$ cat src/common/trsp_pkg.sv
// Constants and types shared by the receive stream port and its non-posted hold buffer.
`default_nettype none
package trsp_pkg;
	// ----------------------------------------------------------------
	// Widths and buffer sizing
	// ----------------------------------------------------------------
	localparam int         DW_W       = 32;
	localparam int         BEAT_W     = 128;
	localparam int         HOLD_DEPTH = 64;
	localparam int         HOLD_AW    = 6;
	localparam logic [6:0] HOLD_FULL  = 7'h40;
	// ----------------------------------------------------------------
	// Header dword 0 fields
	// ----------------------------------------------------------------
	localparam int         HDR_FMT_DATA = 30;
	localparam int         HDR_TYPE_HI  = 28;
	localparam int         HDR_TYPE_LO  = 24;
	localparam int         HDR_TD       = 15;
	localparam int         HDR_EP       = 14;
	localparam logic [4:0] TYPE_MEM     = 5'h00;
	localparam logic [4:0] TYPE_MEM_LK  = 5'h01;
	localparam logic [4:0] TYPE_IO      = 5'h02;
	localparam logic [4:0] TYPE_CFG0    = 5'h04;
	localparam logic [4:0] TYPE_CFG1    = 5'h05;
	// ----------------------------------------------------------------
	// Beat slots and remainder codes (active-low encoding)
	// ----------------------------------------------------------------
	localparam logic [1:0] SLOT_FIRST   = 2'h0;
	localparam logic [1:0] SLOT_LOWER   = 2'h2;
	localparam logic [1:0] SLOT_LAST    = 2'h3;
	localparam logic [1:0] REM_FULL     = 2'h0;
	localparam logic [1:0] REM_LOW_ONLY = 2'h2;

	typedef struct packed {
		logic            poison;
		logic            np;
		logic            strip;
		logic            sof;
		logic            eof;
		logic [DW_W-1:0] dw;
	} trsp_word_t;
endpackage
`default_nettype wire

$ cat src/common/trsp_hold_if.sv
// Carrier between the receive port and its non-posted hold buffer.
`timescale 1ns/100ps
`default_nettype none
interface trsp_hold_if;
	logic                push_valid;
	logic                push_ready;
	trsp_pkg::trsp_word_t push_word;
	logic                pop_valid;
	logic                pop_ready;
	trsp_pkg::trsp_word_t pop_word;
	logic                has_pkt;
	logic                flush;

	modport ctrl (
		output push_valid, push_word, pop_ready, flush,
		input  push_ready, pop_valid, pop_word, has_pkt
	);
	modport store (
		input  push_valid, push_word, pop_ready, flush,
		output push_ready, pop_valid, pop_word, has_pkt
	);
endinterface
`default_nettype wire

$ cat src/rtl/trsp_np_hold.sv
// Dword buffer that parks non-posted packets while the user refuses them.
`timescale 1ns/100ps
`default_nettype none
module trsp_np_hold (
	input  wire logic   clock,
	input  wire logic   srst,
	trsp_hold_if.store  port
);
	trsp_pkg::trsp_word_t mem [trsp_pkg::HOLD_DEPTH];
	logic [6:0]           wr_q, wr_d;
	logic [6:0]           rd_q, rd_d;
	logic [6:0]           pkts_q, pkts_d;
	logic                 push_fire;
	logic                 pop_fire;

	assign port.push_ready = (7'(wr_q - rd_q) != trsp_pkg::HOLD_FULL) && !port.flush;
	assign port.pop_valid  = (wr_q != rd_q) && !port.flush;
	assign port.pop_word   = mem[rd_q[trsp_pkg::HOLD_AW-1:0]];
	assign port.has_pkt    = (pkts_q != 7'h00) && !port.flush;
	assign push_fire       = port.push_valid && port.push_ready;
	assign pop_fire        = port.pop_valid && port.pop_ready;

	always_comb begin
		wr_d   = wr_q;
		rd_d   = rd_q;
		pkts_d = pkts_q;
		if (port.flush) begin
			// A lost link drops every stored packet.
			wr_d   = 7'h00;
			rd_d   = 7'h00;
			pkts_d = 7'h00;
		end else begin
			if (push_fire) begin
				wr_d = 7'(wr_q + 7'h01);
			end
			if (pop_fire) begin
				rd_d = 7'(rd_q + 7'h01);
			end
			pkts_d = 7'(pkts_q + 7'(push_fire && port.push_word.eof) - 7'(pop_fire && port.pop_word.eof));
		end
	end

	always_ff @(posedge clock) begin
		if (srst) begin
			wr_q   <= 7'h00;
			rd_q   <= 7'h00;
			pkts_q <= 7'h00;
		end else begin
			wr_q   <= wr_d;
			rd_q   <= rd_d;
			pkts_q <= pkts_d;
		end
		if (push_fire) begin
			mem[wr_q[trsp_pkg::HOLD_AW-1:0]] <= port.push_word;
		end
	end
endmodule
`default_nettype wire

$ cat src/rtl/trsp_rx_port.sv
// Receive stream port: packs received dwords into 128-bit beats for the user.
`timescale 1ns/100ps
`default_nettype none
module trsp_rx_port (
	input  wire logic         clock,
	input  wire logic         srst,
	input  wire logic         in_valid,
	output logic              in_ready,
	input  wire logic [31:0]  in_dw,
	input  wire logic         in_sof,
	input  wire logic         in_eof,
	input  wire logic         strip_digest_option,
	input  wire logic         link_up_n,
	input  wire logic         rx_ready_n,
	input  wire logic         rx_np_ok_n,
	output logic [127:0]      rx_data,
	output logic              rx_valid_n,
	output logic              rx_sof_n,
	output logic              rx_eof_n,
	output logic [1:0]        rx_rem_n,
	output logic              rx_errfwd_n,
	output logic              rx_abort_n
);
	typedef enum logic [1:0] {P_FILL, P_STRAD, P_SHOW} trsp_pack_t;

	trsp_hold_if hold ();

	trsp_np_hold u_hold (
		.clock (clock),
		.srst  (srst),
		.port  (hold.store)
	);

	// ----------------------------------------------------------------
	// Digest strip stage
	// ----------------------------------------------------------------
	trsp_pkg::trsp_word_t a_q, a_d, a_out;
	logic                 a_valid_q, a_valid_d;
	logic                 pkt_pois_q, pkt_pois_d;
	logic                 pkt_np_q, pkt_np_d;
	logic                 pkt_strip_q, pkt_strip_d;
	logic                 route_q, route_d;
	logic                 route_hold;
	logic                 a_strip_end;
	logic                 a_emit;
	logic                 a_fire;
	logic                 in_take;
	logic                 link_down;
	logic                 direct_take;

	function automatic logic trsp_is_np(input logic [31:0] h);
		logic [4:0] t;
		t = h[trsp_pkg::HDR_TYPE_HI:trsp_pkg::HDR_TYPE_LO];
		return ((t == trsp_pkg::TYPE_MEM || t == trsp_pkg::TYPE_MEM_LK) && !h[trsp_pkg::HDR_FMT_DATA])
			|| t == trsp_pkg::TYPE_IO || t == trsp_pkg::TYPE_CFG0 || t == trsp_pkg::TYPE_CFG1;
	endfunction

	assign link_down   = link_up_n;
	// One dword is held back so that a trailing digest can be dropped and its end moved forward.
	// digest kept unless stripping
	assign a_strip_end = in_valid && in_eof && a_valid_q && a_q.strip && !a_q.eof;
	assign a_emit      = a_valid_q && (a_q.eof || in_valid) && !link_down;
	// park refused non-posted
	// A non-posted packet is parked while refused or while older ones still wait, keeping their order.
	assign route_hold  = a_q.sof ? (a_q.np && (rx_np_ok_n || hold.pop_valid)) : route_q;
	assign a_fire      = a_emit && (route_hold ? hold.push_ready : direct_take);
	assign in_ready    = !link_down && (!a_valid_q || a_fire);
	assign in_take     = in_valid && in_ready && !a_strip_end;

	always_comb begin
		a_out     = a_q;
		a_out.eof = a_q.eof || a_strip_end;
	end

	assign hold.push_valid = a_emit && route_hold;
	assign hold.push_word  = a_out;
	assign hold.flush      = link_down;

	always_comb begin
		a_d         = a_q;
		a_valid_d   = a_valid_q && !a_fire;
		pkt_pois_d  = pkt_pois_q;
		pkt_np_d    = pkt_np_q;
		pkt_strip_d = pkt_strip_q;
		route_d     = (a_fire && a_q.sof) ? route_hold : route_q;
		if (in_valid && in_sof) begin
			pkt_pois_d  = in_dw[trsp_pkg::HDR_EP];
			pkt_np_d    = trsp_is_np(in_dw);
			pkt_strip_d = strip_digest_option && in_dw[trsp_pkg::HDR_TD];
		end
		if (in_take) begin
			a_valid_d = 1'b1;
			a_d.sof   = in_sof;
			a_d.eof   = in_eof;
			a_d.dw    = in_dw;
			a_d.poison = pkt_pois_d;
			a_d.np    = pkt_np_d;
			a_d.strip = pkt_strip_d;
			if (in_sof && pkt_strip_d) begin
				a_d.dw[trsp_pkg::HDR_TD] = 1'b0;
			end
		end
		if (link_down) begin
			a_valid_d = 1'b0;
		end
	end

	always_ff @(posedge clock) begin
		if (srst) begin
			a_q         <= '0;
			a_valid_q   <= 1'b0;
			pkt_pois_q  <= 1'b0;
			pkt_np_q    <= 1'b0;
			pkt_strip_q <= 1'b0;
			route_q     <= 1'b0;
		end else begin
			a_q         <= a_d;
			a_valid_q   <= a_valid_d;
			pkt_pois_q  <= pkt_pois_d;
			pkt_np_q    <= pkt_np_d;
			pkt_strip_q <= pkt_strip_d;
			route_q     <= route_d;
		end
	end

	// ----------------------------------------------------------------
	// Beat packer and user handshake
	// ----------------------------------------------------------------
	trsp_pack_t           state_q, state_d;
	logic [127:0]         beat_q, beat_d;
	logic [1:0]           slot_q, slot_d;
	logic [1:0]           rem_q, rem_d;
	logic                 sof_q, sof_d, eof_q, eof_d, pois_q, pois_d;
	logic                 mid_q, mid_d, src_q, src_d, late_q, late_d;
	logic                 user_mid_q, user_mid_d, strad_q, strad_d;
	logic                 down_q, abort_q, abort_d;
	logic                 src_sel, src_valid, take, accept;
	trsp_pkg::trsp_word_t src_w;

	assign src_sel     = mid_q ? src_q : (!rx_np_ok_n && hold.has_pkt);
	assign src_valid   = src_sel ? hold.pop_valid : (a_emit && !route_hold);
	assign src_w       = src_sel ? hold.pop_word : a_out;
	// no refill while a beat is shown; a straddle slot takes only a packet start
	assign take        = !link_down && src_valid && (state_q == P_FILL || (state_q == P_STRAD && src_w.sof));
	assign direct_take = take && !src_sel;
	assign hold.pop_ready = take && src_sel;
	assign accept      = state_q == P_SHOW && !rx_ready_n;

	always_comb begin
		state_d    = state_q;
		beat_d     = beat_q;
		slot_d     = slot_q;
		rem_d      = rem_q;
		sof_d      = sof_q;
		eof_d      = eof_q;
		pois_d     = pois_q;
		mid_d      = mid_q;
		src_d      = src_q;
		late_d     = late_q;
		strad_d    = strad_q;
		user_mid_d = user_mid_q;
		case (state_q)
			P_FILL: begin
				if (take) begin
					slot_d = slot_q;
					if (src_w.sof && slot_q == trsp_pkg::SLOT_FIRST && late_q) begin
						slot_d = trsp_pkg::SLOT_LOWER;
						rem_d  = trsp_pkg::REM_LOW_ONLY;
					end
					late_d = 1'b0;
					beat_d[{~slot_d, 5'h00} +: 32] = src_w.dw;
					sof_d  = sof_q || src_w.sof;
					pois_d = pois_q || src_w.poison;
					src_d  = src_sel;
					mid_d  = !src_w.eof;
					if (src_w.eof) begin
						eof_d = 1'b1;
						rem_d = 2'(trsp_pkg::SLOT_LAST - slot_d);
						state_d = slot_d[1] ? P_SHOW : P_STRAD;
						slot_d  = trsp_pkg::SLOT_LOWER;
					end else if (slot_d == trsp_pkg::SLOT_LAST) begin
						state_d = P_SHOW;
					end else begin
						slot_d = 2'(slot_d + 2'h1);
					end
				end
			end
			P_STRAD: begin
				if (take) begin
					beat_d[{~trsp_pkg::SLOT_LOWER, 5'h00} +: 32] = src_w.dw;
					sof_d   = 1'b1;
					strad_d = 1'b1;
					pois_d  = pois_q || src_w.poison;
					mid_d   = 1'b1;
					src_d   = src_sel;
					slot_d  = trsp_pkg::SLOT_LAST;
					state_d = P_FILL;
				end else begin
					late_d  = 1'b1;
					state_d = P_SHOW;
				end
			end
			P_SHOW: begin
				if (accept) begin
					state_d    = P_FILL;
					slot_d     = trsp_pkg::SLOT_FIRST;
					rem_d      = trsp_pkg::REM_FULL;
					sof_d      = 1'b0;
					eof_d      = 1'b0;
					pois_d     = 1'b0;
					strad_d    = 1'b0;
					user_mid_d = sof_q ? (!eof_q || strad_q) : (user_mid_q && !eof_q);
				end
			end
			default: begin
				state_d = P_FILL;
			end
		endcase
		abort_d = link_down && !down_q && (user_mid_q || mid_q || state_q != P_FILL || a_valid_q);
		if (link_down) begin
			state_d    = P_FILL;
			slot_d     = trsp_pkg::SLOT_FIRST;
			rem_d      = trsp_pkg::REM_FULL;
			sof_d      = 1'b0;
			eof_d      = 1'b0;
			pois_d     = 1'b0;
			mid_d      = 1'b0;
			late_d     = 1'b0;
			strad_d    = 1'b0;
			user_mid_d = 1'b0;
		end
	end

	always_ff @(posedge clock) begin
		if (srst) begin
			state_q    <= P_FILL;
			beat_q     <= '0;
			slot_q     <= trsp_pkg::SLOT_FIRST;
			rem_q      <= trsp_pkg::REM_FULL;
			sof_q      <= 1'b0;
			eof_q      <= 1'b0;
			pois_q     <= 1'b0;
			mid_q      <= 1'b0;
			src_q      <= 1'b0;
			late_q     <= 1'b0;
			strad_q    <= 1'b0;
			user_mid_q <= 1'b0;
			down_q     <= 1'b0;
			abort_q    <= 1'b0;
		end else begin
			state_q    <= state_d;
			beat_q     <= beat_d;
			slot_q     <= slot_d;
			rem_q      <= rem_d;
			sof_q      <= sof_d;
			eof_q      <= eof_d;
			pois_q     <= pois_d;
			mid_q      <= mid_d;
			src_q      <= src_d;
			late_q     <= late_d;
			strad_q    <= strad_d;
			user_mid_q <= user_mid_d;
			down_q     <= link_down;
			abort_q    <= abort_d;
		end
	end

	// valid only on a built beat
	assign rx_valid_n  = state_q != P_SHOW;
	assign rx_data     = beat_q;
	assign rx_sof_n    = !sof_q;
	assign rx_eof_n    = !eof_q;
	assign rx_rem_n    = rem_q;
	assign rx_errfwd_n = !pois_q;
	assign rx_abort_n  = !abort_q;
endmodule
`default_nettype wire

$ cat config.mk
export PLATFORM = sky130hd
export DESIGN_NAME = trsp_rx_port
export DESIGN_NICKNAME = d
export VERILOG_FILES = /design/src/common/trsp_pkg.sv /design/src/common/trsp_hold_if.sv /design/src/rtl/trsp_np_hold.sv /design/src/rtl/trsp_rx_port.sv
export SDC_FILE = /design/constraint.sdc
export NUM_CORES = 2
export LEC_CHECK = 0
export BUFFER_PORTS_ARGS = -buffer_cell sky130_fd_sc_hd__buf_2
export CAP_MARGIN = 20
export CORE_AREA = 2 2 426 745
export CTS_CLUSTER_DIAMETER = 150
export DETAILED_ROUTE_END_ITERATION = 10
export DIE_AREA = 0 0 428 747
export PLACE_DENSITY = 0.57
export SYNTH_ARGS = -nofsm -noshare
export SYNTH_HDL_FRONTEND = slang
export SYNTH_SLANG_ARGS = --single-unit
export TNS_END_PERCENT = 30
$ cat constraint.sdc
create_clock -name clock -period 4.5 [get_ports clock]
set_input_delay 0.9 -clock clock [delete_from_list [all_inputs] [get_ports clock]]
set_output_delay 0.9 -clock clock [all_outputs]
set_load 0.1 [all_outputs]
==> results.json <==
{
  "finClkSkew_ps": 39.28,
  "arrival_ps": 3410,
  "layout_commonest_cell": "edfxtp_1",
  "p_sw_frac": 0.2004,
  "tightest_slew_ps": 1047,
  "die-height_um": 747,
  "grt_start_max_net_pins": 136,
  "finalHoldViolations": 0,
  "hold_path.class": "in2reg",
  "synthArstFlopShare": 0,
  "yosysSeqAreaShare": 0.7621,
  "p_seq_frac": 0.580,
  "htreeDepth": 4,
  "cts_hold_buf": 0,
  "die_w_um": 428,
  "ys_ff_latch": 2453,
  "path_clk_slew_ps": 70,
  "path_max_fanout": 4,
  "timing.final.crit_share": 0.9583,
  "grt_use_met2": 0.2997,
  "fin_hold_ws_ps": 276.2,
  "slew_violations": 0,
  "synth_top_area_frac": 0.7166,
  "setup.worst_path.start": "u_hold.rd_q[4]$_SDFFE_PP0N_",
  "grt_use_total": 0.1558,
  "root_buffer": "clkbuf_16",
  "fin_ws_ps": 187.8,
  "cp-endpoint": "in_ready",
  "drive_above_1_share": 0.3416,
  "power.density_nw_per_um2": 395.4,
  "power_leakage_nw": 34.77,
  "p_clk_frac": 0.409,
  "timing.rr.end": "rx_data[5]$_SDFFE_PP0P_",
  "status": "finished clean",
  "setup_tns_ps": 0,
  "final_area_sq_um": 108600,
  "p_switching_w": 0.008605,
  "crit_required_ps": 3600,
  "gr-max-usage-layer": "met2",
  "peakVddDrop_uv": 320.9,
  "grt_pass1_wl_um": 357600,
  "boundaryPins": 177,
  "die_area_sq_um": 319700,
  "rsz0062_at_grt": "no",
  "vias": 44530,
  "placed_area_sq_um": 101900,
  "syn_inst": 4176,
  "wl_per_cell_um": 28.67,
  "combPwrFrac": 0.012,
  "crit_chain": "inv_1 > ha_1 > nand3_1 > o31a_1 > buf_4 > a31oi_2 > buf_4 > nor4b_4 > a211oi_2 > nor2_1 > buf_6",
  "grt_use_met1": 0.1781,
  "clock_latency_ps": 870,
  "final_cell_mix": "edfxtp_1 (2240), mux4_2 (724), clkbuf_16 (207), buf_4 (190), buf_2 (175)",
  "fmax_mhz": 231.9,
  "syn_nets": 4241,
  "maxSlewHeadroom": 0.2997,
  "antenna_found_initial": 11,
  "grt_pass1_vias": 46440,
  "startpoint_type": "flop",
  "routabilityCongestion": 0.8210,
  "antenna_left": 0,
  "r2r_setup_slack_ps": 290,
  "yosysUniqueCellTypes": 71,
  "cp_slowest_cell": "dfxtp_1",
  "ys_warn_count": 0,
  "ys.flop_type": "edfxtp_1",
  "path_class": "reg2out",
  "maxCapViolations": 0,
  "wl_um": 253800,
  "synth_top_area_cell": "edfxtp_1",
  "reg2reg_depth": 8,
  "area_growth_pct": 15.69,
  "finalNetCount": 4654,
  "overflow": 0,
  "fp.coreArea_sq_um": 313400,
  "cts_tree": "built",
  "period_needed_ps": 4312,
  "avgSynthCellArea_sq_um": 22.48,
  "setup_viol": 0,
  "port-buffer-count": 176,
  "clkSinkCount": 2453,
  "critPathCaptureType": "primary output",
  "cpMostUsedCell": "buf_4",
  "synthTopCellsByArea": "edfxtp_1 (72%), mux4_2 (17%), dfxtp_1 (4.5%)",
  "critical_path.max_stage_delay_ps": 370,
  "drt_first_iter_violations": 3954,
  "dp_slack_ps": 109.3,
  "start_util": 0.2995,
  "cts_made_buffers": 199,
  "route.detailed.drc": 0,
  "p_int_w": 0.03433,
  "hpwlAfterDp_um": 149700,
  "dr.pass1.iters": 5,
  "synth_edf_count": 2240,
  "met3_usage": 0.01686,
  "final_core_util": 0.3464,
  "viasPerCell": 5.030,
  "syn_area_sq_um": 93860,
  "fp-row-count": 272,
  "cts_buffer_depth": 4
}
flip-flops by register name, indices dropped and copies added (netlist names), 2 cells and up, named ones only:
signal and flops:
a_out 36, rx_data 128, rx_rem_n 2, slot_q 2, state_q 2, u_hold.mem 2240, u_hold.pkts_q 7, u_hold.rd_q 7
u_hold.wr_q 7
Yosys cell counts (all sizes together) (4+ instances only):
master and number:
buf 121, a21oi 29, or3 8, nor2b 9
nand3 19, and2 7, and3 4, a31oi 13
mux2 5, mux4 724, nand2 138, dfxtp 213
xor2 7, inv 40, o2bb2ai 32, nor2 149
mux2i 71, clkbuf 110, edfxtp 2240, o21ai 122
xnor2 5, ha 23, nor4 7, nand3b 5
nor3 8, nand2b 7, a211oi 5
cells by family (layout without fill, tap and decap cells):
| family | after synthesis | in the layout | synth area share |
|---|---|---|---|
| DFF | 2453 | 2453 | 0.7621 |
| muxes | 800 | 800 | 0.1849 |
| and+or+nand+nor | 377 | 377 | 0.01752 |
| buffers and inverters | 271 | 835 | 0.01522 |
| AOI/OAI and AO/OA | 239 | 239 | 0.01584 |
| adders and majority gates | 24 | 24 | 0.003279 |
| xor gates and xnor gates | 12 | 12 | 0.001120 |
| other | 0 | 4 | 0 |
per-layer routing:
layer | up-vias | wire length (um)
li1 | 18310 | -
met1 | 24420 | 92670
met2 | 1424 | 141100
met3 | 387 | 11550
met4 | 2 | 8495
met5 | - | 13
metrics by stage:
step | total power, W | instances
3_5_place_dp | 0.02589 | 8487
6_report | 0.04293 | 8854
4_1_cts | 0.04326 | 8839
3_3_place_gp | 0.02586 | 8486
2_1_floorplan | 0.02558 | 4176
5_1_grt | 0.04398 | 8852
worst min path at each step:
stage / from / cells past startpoint / endpoint / slack [ps]
3_5_place_dp: down_q$_SDFF_PP0_ / 1 / abort_q$_SDFF_PP0_ / 390
5_1_grt: in_dw[16] / 3 / a_out[16]$_SDFFE_PP0P_ / 260
2_1_floorplan: down_q$_SDFF_PP0_ / 1 / abort_q$_SDFF_PP0_ / 370
3_3_place_gp: down_q$_SDFF_PP0_ / 1 / abort_q$_SDFF_PP0_ / 390
6_report: in_dw[21] / 3 / a_out[21]$_SDFFE_PP0P_ / 280
4_1_cts: in_dw[21] / 3 / a_out[21]$_SDFFE_PP0P_ / 220
power by group through the flow:
stage	registers (W)	logic (W)	clock network, W
after floorplan	0.0255	0.000112	0
after global placement	0.0255	0.000408	0
after detailed placement	0.0255	0.000430	0
after CTS	0.0249	0.000431	0.0179
after global routing	0.0249	0.000537	0.0186
final	0.0249	0.000505	0.0175
worst max-delay path, delay by kind of cell, from the launching register on:
| kind | cells | cell delay (ps) |
|---|---|---|
| and+or+nand+nor | 3 | 550 |
| AOI/OAI and AO/OA | 3 | 660 |
| DFF | 1 | 370 |
| buffers and inverters | 4 | 640 |
| adders and majority gates | 1 | 330 |
repair_timing:
action | in CTS | in global routing
gates cloned | 0 | 0
pin swaps | 0 | 1
gates resized for setup | 5 | 7
setup endpoints to repair | 1 | 2
setup buffers | 0 | 1
cell type report:
cell class / count / area, sq um
Fill cell: 28800 / 204900
Sequential cell: 2453 / 71600
Multi-Input combinational cell: 1452 / 21460
Clock buffer: 244 / 5399
Tap cell: 4110 / 5142
Timing Repair Buffer: 443 / 3861
Clock inverter: 108 / 968.4
Inverter: 40 / 150.1
Antenna cell: 4 / 10.01
No activity file was read; power rests on OpenSTA's default activity.
